$ cat config.mk
export PLATFORM = sky130hd
export DESIGN_NAME = acpr_control
export DESIGN_NICKNAME = d
export VERILOG_FILES = /design/src/verilog/acpr_pkg.sv /design/src/verilog/acpr_sync_edge.sv /design/src/verilog/acpr_control.sv
export VERILOG_INCLUDE_DIRS = /design/src /design/src/verilog
export SDC_FILE = /design/constraint.sdc
export NUM_CORES = 1
export LEC_CHECK = 0
export BUFFER_PORTS_ARGS = -buffer_cell sky130_fd_sc_hd__buf_2
export CAP_MARGIN = 10
export CORE_ASPECT_RATIO = 0.75
export CORE_UTILIZATION = 35
export DETAILED_ROUTE_END_ITERATION = 12
export MAX_ROUTING_LAYER = met4
export PLACE_DENSITY = 0.56
export SYNTH_ARGS = -nofsm -noshare
export SYNTH_HDL_FRONTEND = slang
export SYNTH_SLANG_ARGS = --single-unit
export TNS_END_PERCENT = 30
$ cat constraint.sdc
create_clock -name clk_sys -period 4.36 [get_ports clk_sys]
set_input_delay 0.872 -clock clk_sys [delete_from_list [all_inputs] [get_ports clk_sys]]
set_output_delay 0.872 -clock clk_sys [all_outputs]
set_load 0.02 [all_outputs]
$ cat src/verilog/acpr_params.svh
// Constants for the conversion, power-down and reset control block
`ifndef ACPR_PARAMS_SVH
`define ACPR_PARAMS_SVH
// ----------------------------------------
// Timing
// ----------------------------------------
`define ACPR_CLK_PERIOD_NS   10
`define ACPR_CONV_SLOPE_NS   550
`define ACPR_CONV_OFFSET_NS  40
`define ACPR_INIT_WAIT_MS    10
`define ACPR_RST_TIMER_NS    1000
// ----------------------------------------
// Fields and reset values
// ----------------------------------------
`define ACPR_SPAN_W          6
`define ACPR_SPAN_RESET      6'h3F
`define ACPR_SPAN_OFF        3'h0
`endif

$ cat src/verilog/acpr_pkg.sv
// Types for the conversion, power-down and reset control block
package acpr_pkg;
   typedef enum logic [2:0] {
      ST_INIT  = 3'b000,
      ST_NAP   = 3'b001,
      ST_CONV  = 3'b010,
      ST_PDN   = 3'b011,
      ST_GRST  = 3'b100
   } acpr_state_t;

   // Span word carried from the serial side, two 3-bit codes
   typedef struct packed {
      logic [2:0] ch1;
      logic [2:0] ch0;
   } acpr_span_t;

   // Status flags that leave the block together
   typedef struct packed {
      logic busy;
      logic nap;
      logic powerDown;
      logic windowOpen;
      logic ready;
   } acpr_status_t;
endpackage : acpr_pkg

$ cat src/verilog/acpr_sync_edge.sv
// Two-flop synchroniser with rising-edge detect behind it
`timescale 1ns/10ps
module acpr_sync_edge (
   // Clock and reset
   input  wire logic clk_sys,
   input  wire logic reset,
   // Pin in, synchronised level and edge out
   input  wire logic pinIn,
   output logic      level,
   output logic      rise
);
   typedef struct packed {
      logic s1;
      logic s2;
      logic s3;
   } acpr_sync_state_t;

   acpr_sync_state_t st_q;
   acpr_sync_state_t st_d;

   // First flop is read only by the second
   always_comb begin
      st_d    = st_q;
      st_d.s1 = pinIn;
      st_d.s2 = st_q.s1;
      st_d.s3 = st_q.s2;
   end

   always_ff @(posedge clk_sys) begin
      if (reset) begin
         st_q <= '0;
      end else begin
         st_q <= st_d;
      end
   end

   assign level = st_q.s2;
   assign rise  = st_q.s2 & ~st_q.s3;
endmodule : acpr_sync_edge

$ cat src/verilog/acpr_control.sv
// Conversion sequencing, power-down and global reset control
`timescale 1ns/10ps
`include "acpr_params.svh"

// Notes on behaviour
// RQ1: Trigger rising edge samples both channels, starts conversion
// RQ2: Started conversion always completes unless reset
// RQ3: Busy high from start until conversion done
// RQ4: Host lowers trigger 40-60ns later or after busy
// RQ5: Host keeps trigger low 410ns after late low
// RQ6: Conversion time at most 550 times N minus 40ns
// RQ7: Host keeps data lines quiet before trigger edge
// RQ8: Power-down pin high ignores all conversion requests
// RQ9: Power-down during conversion waits for its end
// RQ10: Host waits 10ms after power-down exit
// RQ11: Host waits 200ms with internal reference buffer
// RQ12: Second power-down rise without conversion: global reset
// RQ13: Global reset ends by internal timer
// RQ14: Global reset clears outputs, span back to 7
// RQ15: Global reset halts running conversion at once
// RQ16: Global reset leaves power-down behaviour unchanged
// RQ17: Supply-low reset at power-up and below 2V
// RQ18: Host waits 10ms after supply reset
// RQ19: Nap after each conversion, wake on trigger
// RQ20: Select pin picks CMOS or LVDS signalling
// RQ21: CMOS mode uses one or two output lanes
// RQ22: Data window opens after init and busy fall
// RQ23: Six-bit span register resets to all ones
// RQ24: Span code 000 disables channel, shortens conversion
// RQ25: Host must not trigger while busy is high
module acpr_control
   import acpr_pkg::*;
#(
   parameter int INIT_CYCLES = (`ACPR_INIT_WAIT_MS * 1000000) / `ACPR_CLK_PERIOD_NS,
   parameter int RST_CYCLES  = (`ACPR_RST_TIMER_NS + `ACPR_CLK_PERIOD_NS - 1)
                               / `ACPR_CLK_PERIOD_NS
) (
   // Clock and reset
   input  wire logic   clk_sys,
   input  wire logic   reset,
   // Pins from the host
   input  wire logic   conversion_trigger,
   input  wire logic   power_down_pin,
   input  wire logic   supply_low,
   input  wire logic   lvds_select,
   input  wire logic   two_lane_select,
   // Span word from the serial side
   input  wire logic   spanWrite,
   input  wire acpr_span_t spanIn,
   // Status and control outputs
   output logic        busy,
   output logic        holdSample,
   output logic        napMode,
   output logic        powerDownMode,
   output logic        windowOpen,
   output logic        initDone,
   output logic        clearOutputs,
   output acpr_span_t  spanCfg,
   output logic        lvdsMode,
   output logic        laneOneEnable,
   output logic [1:0]  chanCount
);
   // ----------------------------------------
   // Derived counts
   // ----------------------------------------
   // Longest time rounds down to whole cycles
   localparam int CONV1_CYCLES = (`ACPR_CONV_SLOPE_NS - `ACPR_CONV_OFFSET_NS)
                                 / `ACPR_CLK_PERIOD_NS;
   localparam int CONV2_CYCLES = (2 * `ACPR_CONV_SLOPE_NS - `ACPR_CONV_OFFSET_NS)
                                 / `ACPR_CLK_PERIOD_NS;
   localparam int CW = 24;

   typedef struct packed {
      acpr_state_t st;
      logic [CW-1:0] cnt;
      logic        pdArmed;
      logic        busy;
      logic        hold;
      logic        window;
      logic        ready;
      logic        clr;
      acpr_span_t  span;
      logic        lvds;
      logic        lane1;
      logic        nap;
      logic        pdn;
      logic [1:0]  nch;
   } acpr_ctrl_t;

   acpr_ctrl_t s_q;
   acpr_ctrl_t s_d;

   logic trigLvl;
   logic trigRise;
   logic pdLvl;
   logic pdRise;
   logic supLvl;
   logic supRise;
   logic lvdsLvl;
   logic laneLvl;
   logic [1:0] enCount;

   // ----------------------------------------
   // Pin synchronisers
   // ----------------------------------------
   acpr_sync_edge u_trig (
      .clk_sys (clk_sys),
      .reset   (reset),
      .pinIn   (conversion_trigger),
      .level   (trigLvl),
      .rise    (trigRise)
   );

   acpr_sync_edge u_pd (
      .clk_sys (clk_sys),
      .reset   (reset),
      .pinIn   (power_down_pin),
      .level   (pdLvl),
      .rise    (pdRise)
   );

   acpr_sync_edge u_sup (
      .clk_sys (clk_sys),
      .reset   (reset),
      .pinIn   (supply_low),
      .level   (supLvl),
      .rise    (supRise)
   );

   // Interface straps are pins too; only their level is used
   acpr_sync_edge u_lvds (
      .clk_sys (clk_sys),
      .reset   (reset),
      .pinIn   (lvds_select),
      .level   (lvdsLvl),
      .rise    ()
   );

   acpr_sync_edge u_lane (
      .clk_sys (clk_sys),
      .reset   (reset),
      .pinIn   (two_lane_select),
      .level   (laneLvl),
      .rise    ()
   );

   // Enabled channel count from span codes
   always_comb begin
      enCount = 2'(s_q.span.ch0 != `ACPR_SPAN_OFF)
              + 2'(s_q.span.ch1 != `ACPR_SPAN_OFF); // [RQ24]
   end

   // ----------------------------------------
   // Next-state logic
   // ----------------------------------------
   always_comb begin
      s_d        = s_q;
      s_d.clr    = 1'b0;
      s_d.window = 1'b0;
      s_d.lvds   = lvdsLvl;                           // [RQ20]
      s_d.lane1  = ~lvdsLvl & laneLvl;                // [RQ21]
      if (s_q.cnt != '0) begin
         s_d.cnt = s_q.cnt - 1'b1;
      end
      // Span changes take effect at once, but never mid-conversion or in reset
      if (spanWrite && s_q.st != ST_CONV && s_q.st != ST_GRST) begin
         s_d.span = spanIn;
      end
      if (supLvl || supRise) begin
         // Supply-low holds the core in reset until it recovers
         s_d.st    = ST_INIT;                          // [RQ17]
         s_d.cnt   = CW'(INIT_CYCLES);
         s_d.busy  = 1'b0;
         s_d.hold  = 1'b0;
         s_d.ready = 1'b0;
         s_d.clr   = 1'b1;
         s_d.span  = `ACPR_SPAN_RESET;                 // [RQ23]
         s_d.pdArmed = 1'b0;
      end else if (pdRise && s_q.pdArmed) begin
         // Second power-down rise with no conversion between
         s_d.st    = ST_GRST;                          // [RQ12]
         s_d.cnt   = CW'(RST_CYCLES);
         s_d.busy  = 1'b0;                             // [RQ15]
         s_d.hold  = 1'b0;
         s_d.ready = 1'b0;
         s_d.clr   = 1'b1;                             // [RQ14]
         s_d.span  = `ACPR_SPAN_RESET;                 // [RQ14]
         s_d.pdArmed = 1'b0;
      end else begin
         if (pdRise) begin
            s_d.pdArmed = 1'b1;
         end
         case (s_q.st)
            ST_INIT: begin
               if (s_q.cnt == '0) begin
                  s_d.st     = pdLvl ? ST_PDN : ST_NAP;
                  s_d.ready  = 1'b1;
                  s_d.window = 1'b1;                   // [RQ22]
               end
            end
            ST_NAP: begin
               if (pdLvl) begin
                  s_d.st = ST_PDN;                     // [RQ8]
               end else if (trigRise && enCount != 2'h0) begin
                  s_d.st      = ST_CONV;               // [RQ1] [RQ19]
                  s_d.busy    = 1'b1;                  // [RQ3]
                  s_d.hold    = 1'b1;
                  s_d.nch     = enCount;
                  s_d.pdArmed = 1'b0;
                  s_d.cnt     = (enCount == 2'h2) ? CW'(CONV2_CYCLES - 1)
                                                  : CW'(CONV1_CYCLES - 1); // [RQ6]
               end
            end
            ST_CONV: begin
               // Triggers are ignored; power-down waits for the end
               if (s_q.cnt == '0) begin                // [RQ2] [RQ9]
                  s_d.busy   = 1'b0;                   // [RQ3]
                  s_d.hold   = 1'b0;
                  s_d.window = 1'b1;                   // [RQ22]
                  s_d.st     = pdLvl ? ST_PDN : ST_NAP; // [RQ19]
               end
            end
            ST_PDN: begin
               if (!pdLvl) begin
                  s_d.st = ST_NAP;                     // [RQ8] [RQ16]
               end
            end
            ST_GRST: begin
               // Timer ends reset; power-down pin still rules after
               if (s_q.cnt == '0) begin                // [RQ13]
                  s_d.st    = ST_INIT;
                  s_d.cnt   = CW'(INIT_CYCLES);
               end
            end
            default: begin
               s_d.st = ST_INIT;
            end
         endcase
      end
      // Mode flags are registered so the outputs leave straight from flops
      s_d.nap = (s_d.st == ST_NAP);
      s_d.pdn = (s_d.st == ST_PDN);
   end

   // ----------------------------------------
   // State register
   // ----------------------------------------
   always_ff @(posedge clk_sys) begin
      if (reset) begin
         s_q       <= '0;
         s_q.st    <= ST_INIT;
         s_q.cnt   <= CW'(INIT_CYCLES);
         s_q.span  <= `ACPR_SPAN_RESET;
      end else begin
         s_q <= s_d;
      end
   end

   // Outputs come straight from flops
   assign busy          = s_q.busy;
   assign holdSample    = s_q.hold;
   assign napMode       = s_q.nap;
   assign powerDownMode = s_q.pdn;
   assign windowOpen    = s_q.window;
   assign initDone      = s_q.ready;
   assign clearOutputs  = s_q.clr;
   assign spanCfg       = s_q.span;
   assign lvdsMode      = s_q.lvds;
   assign laneOneEnable = s_q.lane1;
   assign chanCount     = s_q.nch;
endmodule : acpr_control

==> results of run 1 <==
## through the flow
stage	cell area [um2]	util, %
CTS	2820	40.6
floorplan	2550	-
finish	2820	40.6
global route	2820	40.6
detailed placement	2720	39.3
global placement	2720	39.3
## cells by family (layout without fill, tap and decap cells)
| group | Yosys count | in the layout | synth area share, % |
|---|---|---|---|
| muxes | 7 | 7 | 2.75 |
| DFF | 56 | 56 | 44.0 |
| xor gates and xnor gates | 15 | 15 | 5.15 |
| and+or+nand+nor | 120 | 120 | 27.8 |
| AOI/OAI and AO/OA | 48 | 48 | 12.7 |
| adders and majority gates | 5 | 5 | 2.45 |
| buffers and inverters | 24 | 45 | 5.11 |
## synth_stat cells, types with 2 or more instances
cell	n
o311a_1	2
o21ai_1	6
nand3_1	8
or4_1	5
or2_0	2
o21ai_0	4
mux2i_1	7
ha_1	5
xnor2_1	8
nor2_1	30
o211ai_1	7
nand2_1	15
buf_2	2
and3_1	2
nor2b_1	12
a2bb2oi_1	2
dfxtp_1	56
nor4_4	2
a21oi_1	15
inv_1	6
xor2_1	7
or3_1	9
nand3b_1	2
nor4_1	6
clkbuf_1	6
buf_4	10
nor3_1	10
nand2b_1	2
## metal layers
layer  share of wire, %  wire (um)  vias to the layer above
met3                4.0        206                        6
met4                1.4         70                        0
met1                 57       2940                      899
li1                   -          -                     1011
met5                  0          0                        -
met2                 38       1960                       47
## area by class of cell
cell class / count / area, um2
Clock buffer: 5 / 68.8
Clock inverter: 3 / 25.0
Fill cell: 685 / 4110
Inverter: 6 / 22.5
Multi-Input combinational cell: 195 / 1300
Sequential cell: 56 / 1120
Tap cell: 98 / 123
Timing Repair Buffer: 31 / 158
## where the power goes
group	leakage (nW)	internal (mW)	switching, mW
clock network	0.0452	0.118	0.188
registers	0.457	0.537	0.0237
logic	0.577	0.0639	0.0900
## worst min-delay path by stage
stage	startpoint	to	slack (ns)	depth (start not counted)
2_1_floorplan	u_lvds.level	laneOneEnable	0.39	1
3_3_place_gp	u_lvds.level	laneOneEnable	0.40	1
3_5_place_dp	u_lvds.level	laneOneEnable	0.41	1
4_1_cts	u_lvds.level	laneOneEnable	0.43	1
5_1_grt	u_lvds.level	laneOneEnable	0.43	1
6_report	u_lvds.level	laneOneEnable	0.42	1
==> reports/results.txt, run 1 <==
run status: completed
Root Driver: clkbuf_8
most frequent CP cell: nor2_1
FP Rows: 26
hold_ws: 0.420 ns
Largest stage delay, worst path: 0.48 ns
dpl ws: 1.84 ns
Critical Path Start: spanCfg[1]
worst-skew pair later-pin latency: 0.32 ns
initial antenna violation count: 0
nets@finish: 314
number of inserted diodes: 0
Worst Path Buf+Inv: 1
total of max-cap violations: 0
Slowest-stage cell, CP: or3b_2
worst min-delay path category: flop to flop
die area: 0.00763 mm2
Pre-Repair DR Iteration Count: 4
crit path capture: s_q[36]
CP Max Fanout: 7
Critical Path AT: 2.73 ns
core area: 0.00693 mm2
commonest non-fill, non-tap cell in the layout: dfxtp_1
total track usage: 15.3%
Distinct cells, synth: 55
largest net degree at the start of global routing: 20
register area share after synthesis: 44.0%
per-cell routed wire length: 13.1 um
most frequent cells in the layout: dfxtp_1, nor2_1, buf_2
Post-synth ARST share: 0%
total gr overflow: 0
Crit Path Class: flop to flop
max FFs per register: 28
Setup TNS Final: 0 ns
peak supply drop: 0.214 mV
count of final hold-check violations: 0
CTS Buf Count: 5
final WL: 5180 um
synthesized area per cell: 9.27 um2
port bufs: 30
gpl congestion: 0.804
CP Capture Type: flop
clk sinks: 56
post-CTS setup buffers: 0
Finished Layout Cells: 394
H-tree Lvls: 2
DRC: 0
Largest Register: s_q
power per standard cell area: 362 mW/mm2
Synth area leader: dfxtp_1
min cycle time layout: 2.54 ns
WP data required: 4.55 ns
Layout area overhead: 10.5%
Worst Reg-to-Reg Cells: 8
routed vias: 1963
CTS-repair resized insts: 0
initial core utilization: 36.8%
final setup vio count: 0
r2r setup slk: 1.82 ns
Slew HR: 45.0%
first-pass GRT wire length: 8890 um
Synth Register Bits: 56
Stages on worst setup path: 8
dpl cells: 386
Final HPWL DP: 3800 um
GR peak layer: met1
fraction of final layout cells sized beyond drive strength 1: 18.2%
boundary pin count: 31
Die Ht: 75.9 um
First DRT Iteration DRCs: 97
Routed Antenna Nets: 0
Setup crit start kind: flop
CP cell instances: or3_1 -> inv_1 -> ha_1 -> or3b_2 -> nor2_1 -> nor2_1 -> a41oi_2 -> o211ai_1
vias per cell: 4.98
RSZ-0062 raised after global routing: no
Final WS setup: 1.82 ns
Synth top area share: 44.0%
Final Slew Violations: 0
CTS tree: built
Syn Nets: 294
Top FF cell, synth: dfxtp_1
synth warn: 0
hold_buf cts: 0
Post-Syn Instances: 275
synthesized area: 0.00255 mm2
critical path's top delay family: simple AND/OR/NAND/NOR gates
Max Freq: 393 MHz
global-route met3 utilization: 3.04%
worst reg2reg path startpoint: spanCfg[1]
Reg clk slew, reported paths: 0.11 ns
number of synthesized flops with an enable pin: 0
CTS Buffer Depth: 2
FF-to-FF End: s_q[36]
Clock Skew: 0.00831 ns
routing usage on met2: 19.8%
Worst-Margin Slew: 0.816 ns
via count of the first global-routing pass: 1816
leakage: 1.08 nW
Die Width: 101 um
overall power: 1.02 mW
top cells by area, synth: dfxtp_1, nor2_1, a21oi_1
grt met1 use: 23.5%
period utilization: 58.3%
Note: power is estimated with default switching activity, not from simulation.
==> run 2: changes to the inputs <==
--- a/config.mk
+++ b/config.mk
@@ -12,7 +12,7 @@
 export CORE_UTILIZATION = 35
 export DETAILED_ROUTE_END_ITERATION = 12
 export MAX_ROUTING_LAYER = met4
-export PLACE_DENSITY = 0.56
+export PLACE_DENSITY = 0.58
 export SYNTH_ARGS = -nofsm -noshare
 export SYNTH_HDL_FRONTEND = slang
 export SYNTH_SLANG_ARGS = --single-unit
==> constraint.sdc (replaced) <==
create_clock -name clk_sys -period 2.1 [get_ports clk_sys]
set_input_delay 0.42 -clock clk_sys [delete_from_list [all_inputs] [get_ports clk_sys]]
set_output_delay 0.42 -clock clk_sys [all_outputs]
set_load 0.02 [all_outputs]
==> run 2 against run 1 <==
Compared with the run above:
- the run now ends with negative setup slack left
- clock-buffer cell count is the same
- worst hold slack got worse by 0.12 ns
- setup slack got worse by 1.9 ns
- sequential share of layout area shrank 7.0 points
- via count rose by 12%
- largest cell class unchanged
- largest power group unchanged
==> reports/results.txt, run 2 (synthesis gave the netlist of run 1 again) <==
Critical Path AT: 2.39 ns
CP cell instances: inv_2 -> ha_4 -> or4b_4 -> buf_12 -> or3_4 -> o211ai_1 -> xor2_1 -> nor2_1
number of inserted diodes: 0
WHS Path Cells: 2
Finished Layout Cells: 452
Die Width: 101 um
gpl congestion: 0.857
total gr overflow: 0
largest net degree at the start of global routing: 20
most frequent cells in the layout: buf_4, dfxtp_1, buf_2
per-cell routed wire length: 13.0 um
boundary pin count: 31
final WL: 5890 um
FF-to-FF End: s_q[30]
Root Driver: clkbuf_8
Largest Register: s_q
Reg clk slew, reported paths: 0.11 ns
count of final hold-check violations: 0
CTS Buffer Depth: 2
initial core utilization: 36.8%
period utilization: 103%
Final HPWL DP: 4380 um
Largest stage delay, worst path: 0.50 ns
DRC: 0
fraction of final layout cells sized beyond drive strength 1: 37.9%
Worst-Margin Slew: 0.429 ns
vias per cell: 4.88
Die Ht: 75.9 um
run status: finished, violations left
power per standard cell area: 657 mW/mm2
clk sinks: 56
Clock Skew: 0.0112 ns
total of max-cap violations: 0
Max Freq: 461 MHz
leakage: 1.39 nW
CTS tree: built
initial antenna violation count: 0
Layout area overhead: 34.5%
Slowest-stage cell, CP: or4b_4
routed vias: 2206
HP Start: two_lane_select
worst reg2reg path startpoint: s_q[19]
Slew HR: 71.2%
CP Max Fanout: 5
final setup vio count: 13
worst min-delay path category: input pin to flop
peak supply drop: 0.311 mV
max FFs per register: 28
worst-skew pair later-pin latency: 0.32 ns
Pre-Repair DR Iteration Count: 4
via count of the first global-routing pass: 2032
FP Rows: 26
failing checks: negative setup slack
CP Capture Type: flop
nets@finish: 372
RSZ-0062 raised after global routing: yes
dpl cells: 438
H-tree Lvls: 2
core area: 0.00693 mm2
WP data required: 2.32 ns
overall power: 2.25 mW
first-pass GRT wire length: 9630 um
hold_buf cts: 0
CTS Buf Count: 5
hold_ws: 0.297 ns
hold endpoint: u_lane.st_d[1]
Worst Reg-to-Reg Cells: 8
Final WS setup: -0.0707 ns
Routed Antenna Nets: 0
First DRT Iteration DRCs: 107
r2r setup slk: -0.07 ns
port bufs: 30
Setup crit start kind: flop
commonest non-fill, non-tap cell in the layout: buf_4
die area: 0.00763 mm2
Final Slew Violations: 0
total track usage: 16.3%
Crit Path Class: flop to flop
dpl ws: -0.117 ns
min cycle time layout: 2.17 ns
[run 2: how the worst max path moves through the flow]
| stage | startpoint | endpoint | slack, ns | cells past startpoint |
|---|---|---|---|---|
| after floorplan | s_q[18] | s_q[18] | 0.01 | 9 |
| after CTS | s_q[27] | s_q[18] | -0.0005 | 7 |
| after global placement | spanCfg[1] | s_q[17] | -0.11 | 8 |
| after detailed placement | spanCfg[1] | s_q[17] | -0.12 | 8 |
| after global routing | s_q[19] | s_q[30] | -0.16 | 8 |
| final | s_q[19] | s_q[30] | -0.07 | 8 |
[run 2: worst max-delay path: cells and delay by family, from the launching register on]
| family | cells | cell delay [ns] |
|---|---|---|
| AND/OR/NAND/NOR | 3 | 0.96 |
| XOR/XNOR | 1 | 0.17 |
| flip-flops | 1 | 0.34 |
| AO/OA/AOI/OAI | 1 | 0.25 |
| adder cells (fa/ha/maj) | 1 | 0.13 |
| buffers and inverters | 2 | 0.22 |
[run 2: layout make-up]
type	count	area, um2
Clock inverter	3	27.5
Timing Repair Buffer	89	617
Tap cell	98	123
Clock buffer	5	68.8
Fill cell	638	3500
Multi-Input combinational cell	195	1450
Inverter	6	22.5
Sequential cell	56	1120
[run 2: what timing repair did]
action	4_1_cts	5_1_grt
hold endpoints to repair	0	0
buffers inserted	0	6
pin swaps	3	15
resized for setup	9	22
endpoints found under the setup margin	22	25
[run 2: through the flow]
stage,TNS [ns],area [um2],utilization (%)
after floorplan,0,2560,-
after global placement,-0.729,3120,45.1
after detailed placement,-1.01,3120,45.1
after CTS,-0.000536,3270,47.3
after global routing,-1.74,3430,49.5
final,-0.558,3430,49.5
[run 2: report_power, final]
part	switching (mW)	total, mW	leakage (nW)	internal [mW]
Sequential	0.0448	1.16	0.457	1.12
Clock	0.390	0.636	0.0463	0.246
Combinational	0.224	0.454	0.884	0.230
Total	0.658	2.25	1.39	1.59
[run 2: per-layer routing]
layer,global-route usage (%),up-vias,part of all wire [%]
li1,-,1129,-
met1,23.5,1022,53
met2,23.8,47,41
met3,2.49,8,4.2
met4,4.35,0,1.1
met5,-,-,0
==> run 3: changes to the inputs <==
--- a/config.mk
+++ b/config.mk
@@ -8,11 +8,11 @@
 export LEC_CHECK = 0
 export BUFFER_PORTS_ARGS = -buffer_cell sky130_fd_sc_hd__buf_2
 export CAP_MARGIN = 10
-export CORE_ASPECT_RATIO = 0.75
 export CORE_UTILIZATION = 35
 export DETAILED_ROUTE_END_ITERATION = 12
 export MAX_ROUTING_LAYER = met4
 export PLACE_DENSITY = 0.58
+export SLEW_MARGIN = 40
 export SYNTH_ARGS = -nofsm -noshare
 export SYNTH_HDL_FRONTEND = slang
 export SYNTH_SLANG_ARGS = --single-unit
==> run 3 against run 2 <==
Compared with the run above:
- the flow now finishes without violations
- sequential power barely moved
- critical path depth rose by 2
- clock skew down 0.0016 ns
- flip-flop and latch count stayed put
==> reports/results.txt, run 3 (synthesis gave the netlist of run 1 again) <==
Critical Path AT: 2.36 ns
fraction of final layout cells sized beyond drive strength 1: 36.2%
RSZ-0062 raised after global routing: yes
gpl congestion: 0.820
CTS tree: built
boundary pin count: 31
hold_ws: 0.295 ns
max FFs per register: 28
worst-skew pair later-pin latency: 0.32 ns
largest net degree at the start of global routing: 21
count of final hold-check violations: 0
run status: completed
port bufs: 30
commonest non-fill, non-tap cell in the layout: buf_4
CP Capture Type: flop
via count of the first global-routing pass: 2078
first-pass GRT wire length: 9300 um
Crit Path Class: flop to flop
H-tree Lvls: 2
most frequent CP cell: a21oi_1
Largest stage delay, worst path: 0.49 ns
leakage: 1.36 nW
Root Driver: clkbuf_8
CTS Buf Count: 5
Final Slew Violations: 0
Clock Skew: 0.00958 ns
per-cell routed wire length: 12.2 um
vias per cell: 4.87
total track usage: 15.8%
Finished Layout Cells: 444
fillcell total: 702
core area: 0.00691 mm2
routed vias: 2164
peak supply drop: 0.410 mV
Reg clk slew, reported paths: 0.11 ns
die area: 0.00763 mm2
initial core utilization: 36.9%
Seq. cell area: 0.00113 mm2
Die Width: 87.3 um
Die Ht: 87.3 um
CP Max Fanout: 4
Final WS setup: 0.00172 ns
FP Rows: 30
WP data required: 2.36 ns
total of max-cap violations: 0
Pre-Repair DR Iteration Count: 4
nets@finish: 366
number of inserted diodes: 0
power per standard cell area: 673 mW/mm2
Layout area overhead: 29.9%
dpl cells: 434
final WL: 5430 um
Largest Register: s_q
Slew HR: 70.0%
initial antenna violation count: 0
clk sinks: 56
min cycle time layout: 2.10 ns
DRC: 0
worst min-delay path category: input pin to flop
Slowest-stage cell, CP: or4b_4
CP cell instances: inv_1 -> ha_1 -> or4b_4 -> nor3_4 -> buf_6 -> nand2_4 -> ha_4 -> nor3_2 -> a21oi_1 -> a21oi_1
hold_buf cts: 0
Routed Antenna Nets: 0
overall power: 2.23 mW
period utilization: 99.9%
total gr overflow: 0
Setup crit start kind: flop
final setup vio count: 0
multi-input logic area: 0.00139 mm2
Util after Layout: 48.0%
dpl ws: -0.0356 ns
Max Freq: 477 MHz
CTS Buffer Depth: 2
Final HPWL DP: 4120 um
most frequent cells in the layout: buf_4, dfxtp_1, buf_2
First DRT Iteration DRCs: 64
Worst-Margin Slew: 0.447 ns
run 3: repair_timing:
| item | in CTS | in global routing |
|---|---|---|
| cloned | 0 | 0 |
| resized for setup | 5 | 20 |
| setup endpoints to repair | 13 | 26 |
| endpoints found under the hold margin | 0 | 0 |
| buffers inserted | 0 | 2 |
| pin swaps | 2 | 7 |
run 3: power by group:
group	internal [mW]	switching, mW
sequential	1.12	0.0300
combinational	0.214	0.218
clock	0.253	0.398
run 3: path summary, 6_finish.rpt:
check	start	endpoint	slack [ns]	depth (start not counted)
worst max-delay path	s_q[19]	s_q[18]	0.002	10
worst min-delay path	power_down_pin	u_pd.st_d[1]	0.30	2
worst max register to register	s_q[19]	s_q[18]	0.002	10
worst min register to register	u_lvds.level	laneOneEnable	0.42	1
run 3: routing by layer:
layer,GRT usage [%],part of all wire [%]
met1,19.3,48
met2,27.0,48
met3,2.84,3.7
met4,4.02,0.42
met5,-,0
run 3: final cells by class:
cell class / instances / share of cell area [%]
multi-input cells: 195 / 41.9
flip-flops and latches: 56 / 34.1
repair buffers: 83 / 16.8
well taps: 96 / 3.63
clock buffers: 5 / 2.08
clock inverters: 3 / 0.869
inverters: 6 / 0.680
run 3: stage by stage:
stage	TNS, ns	instance area, um2
floorplan	0	2560
global placement	0	3110
detailed placement	-0.0438	3110
CTS	-0.00716	3220
global route	-0.930	3310
finish	0	3310
run 3: critical path: cells and delay by family, from the launching register on:
kind / cells / cell delay (ns)
and+or+nand+nor: 4 / 0.95
adders and majority gates: 2 / 0.37
DFF: 1 / 0.33
buffers and inverters: 2 / 0.21
AOI/OAI and AO/OA: 2 / 0.18
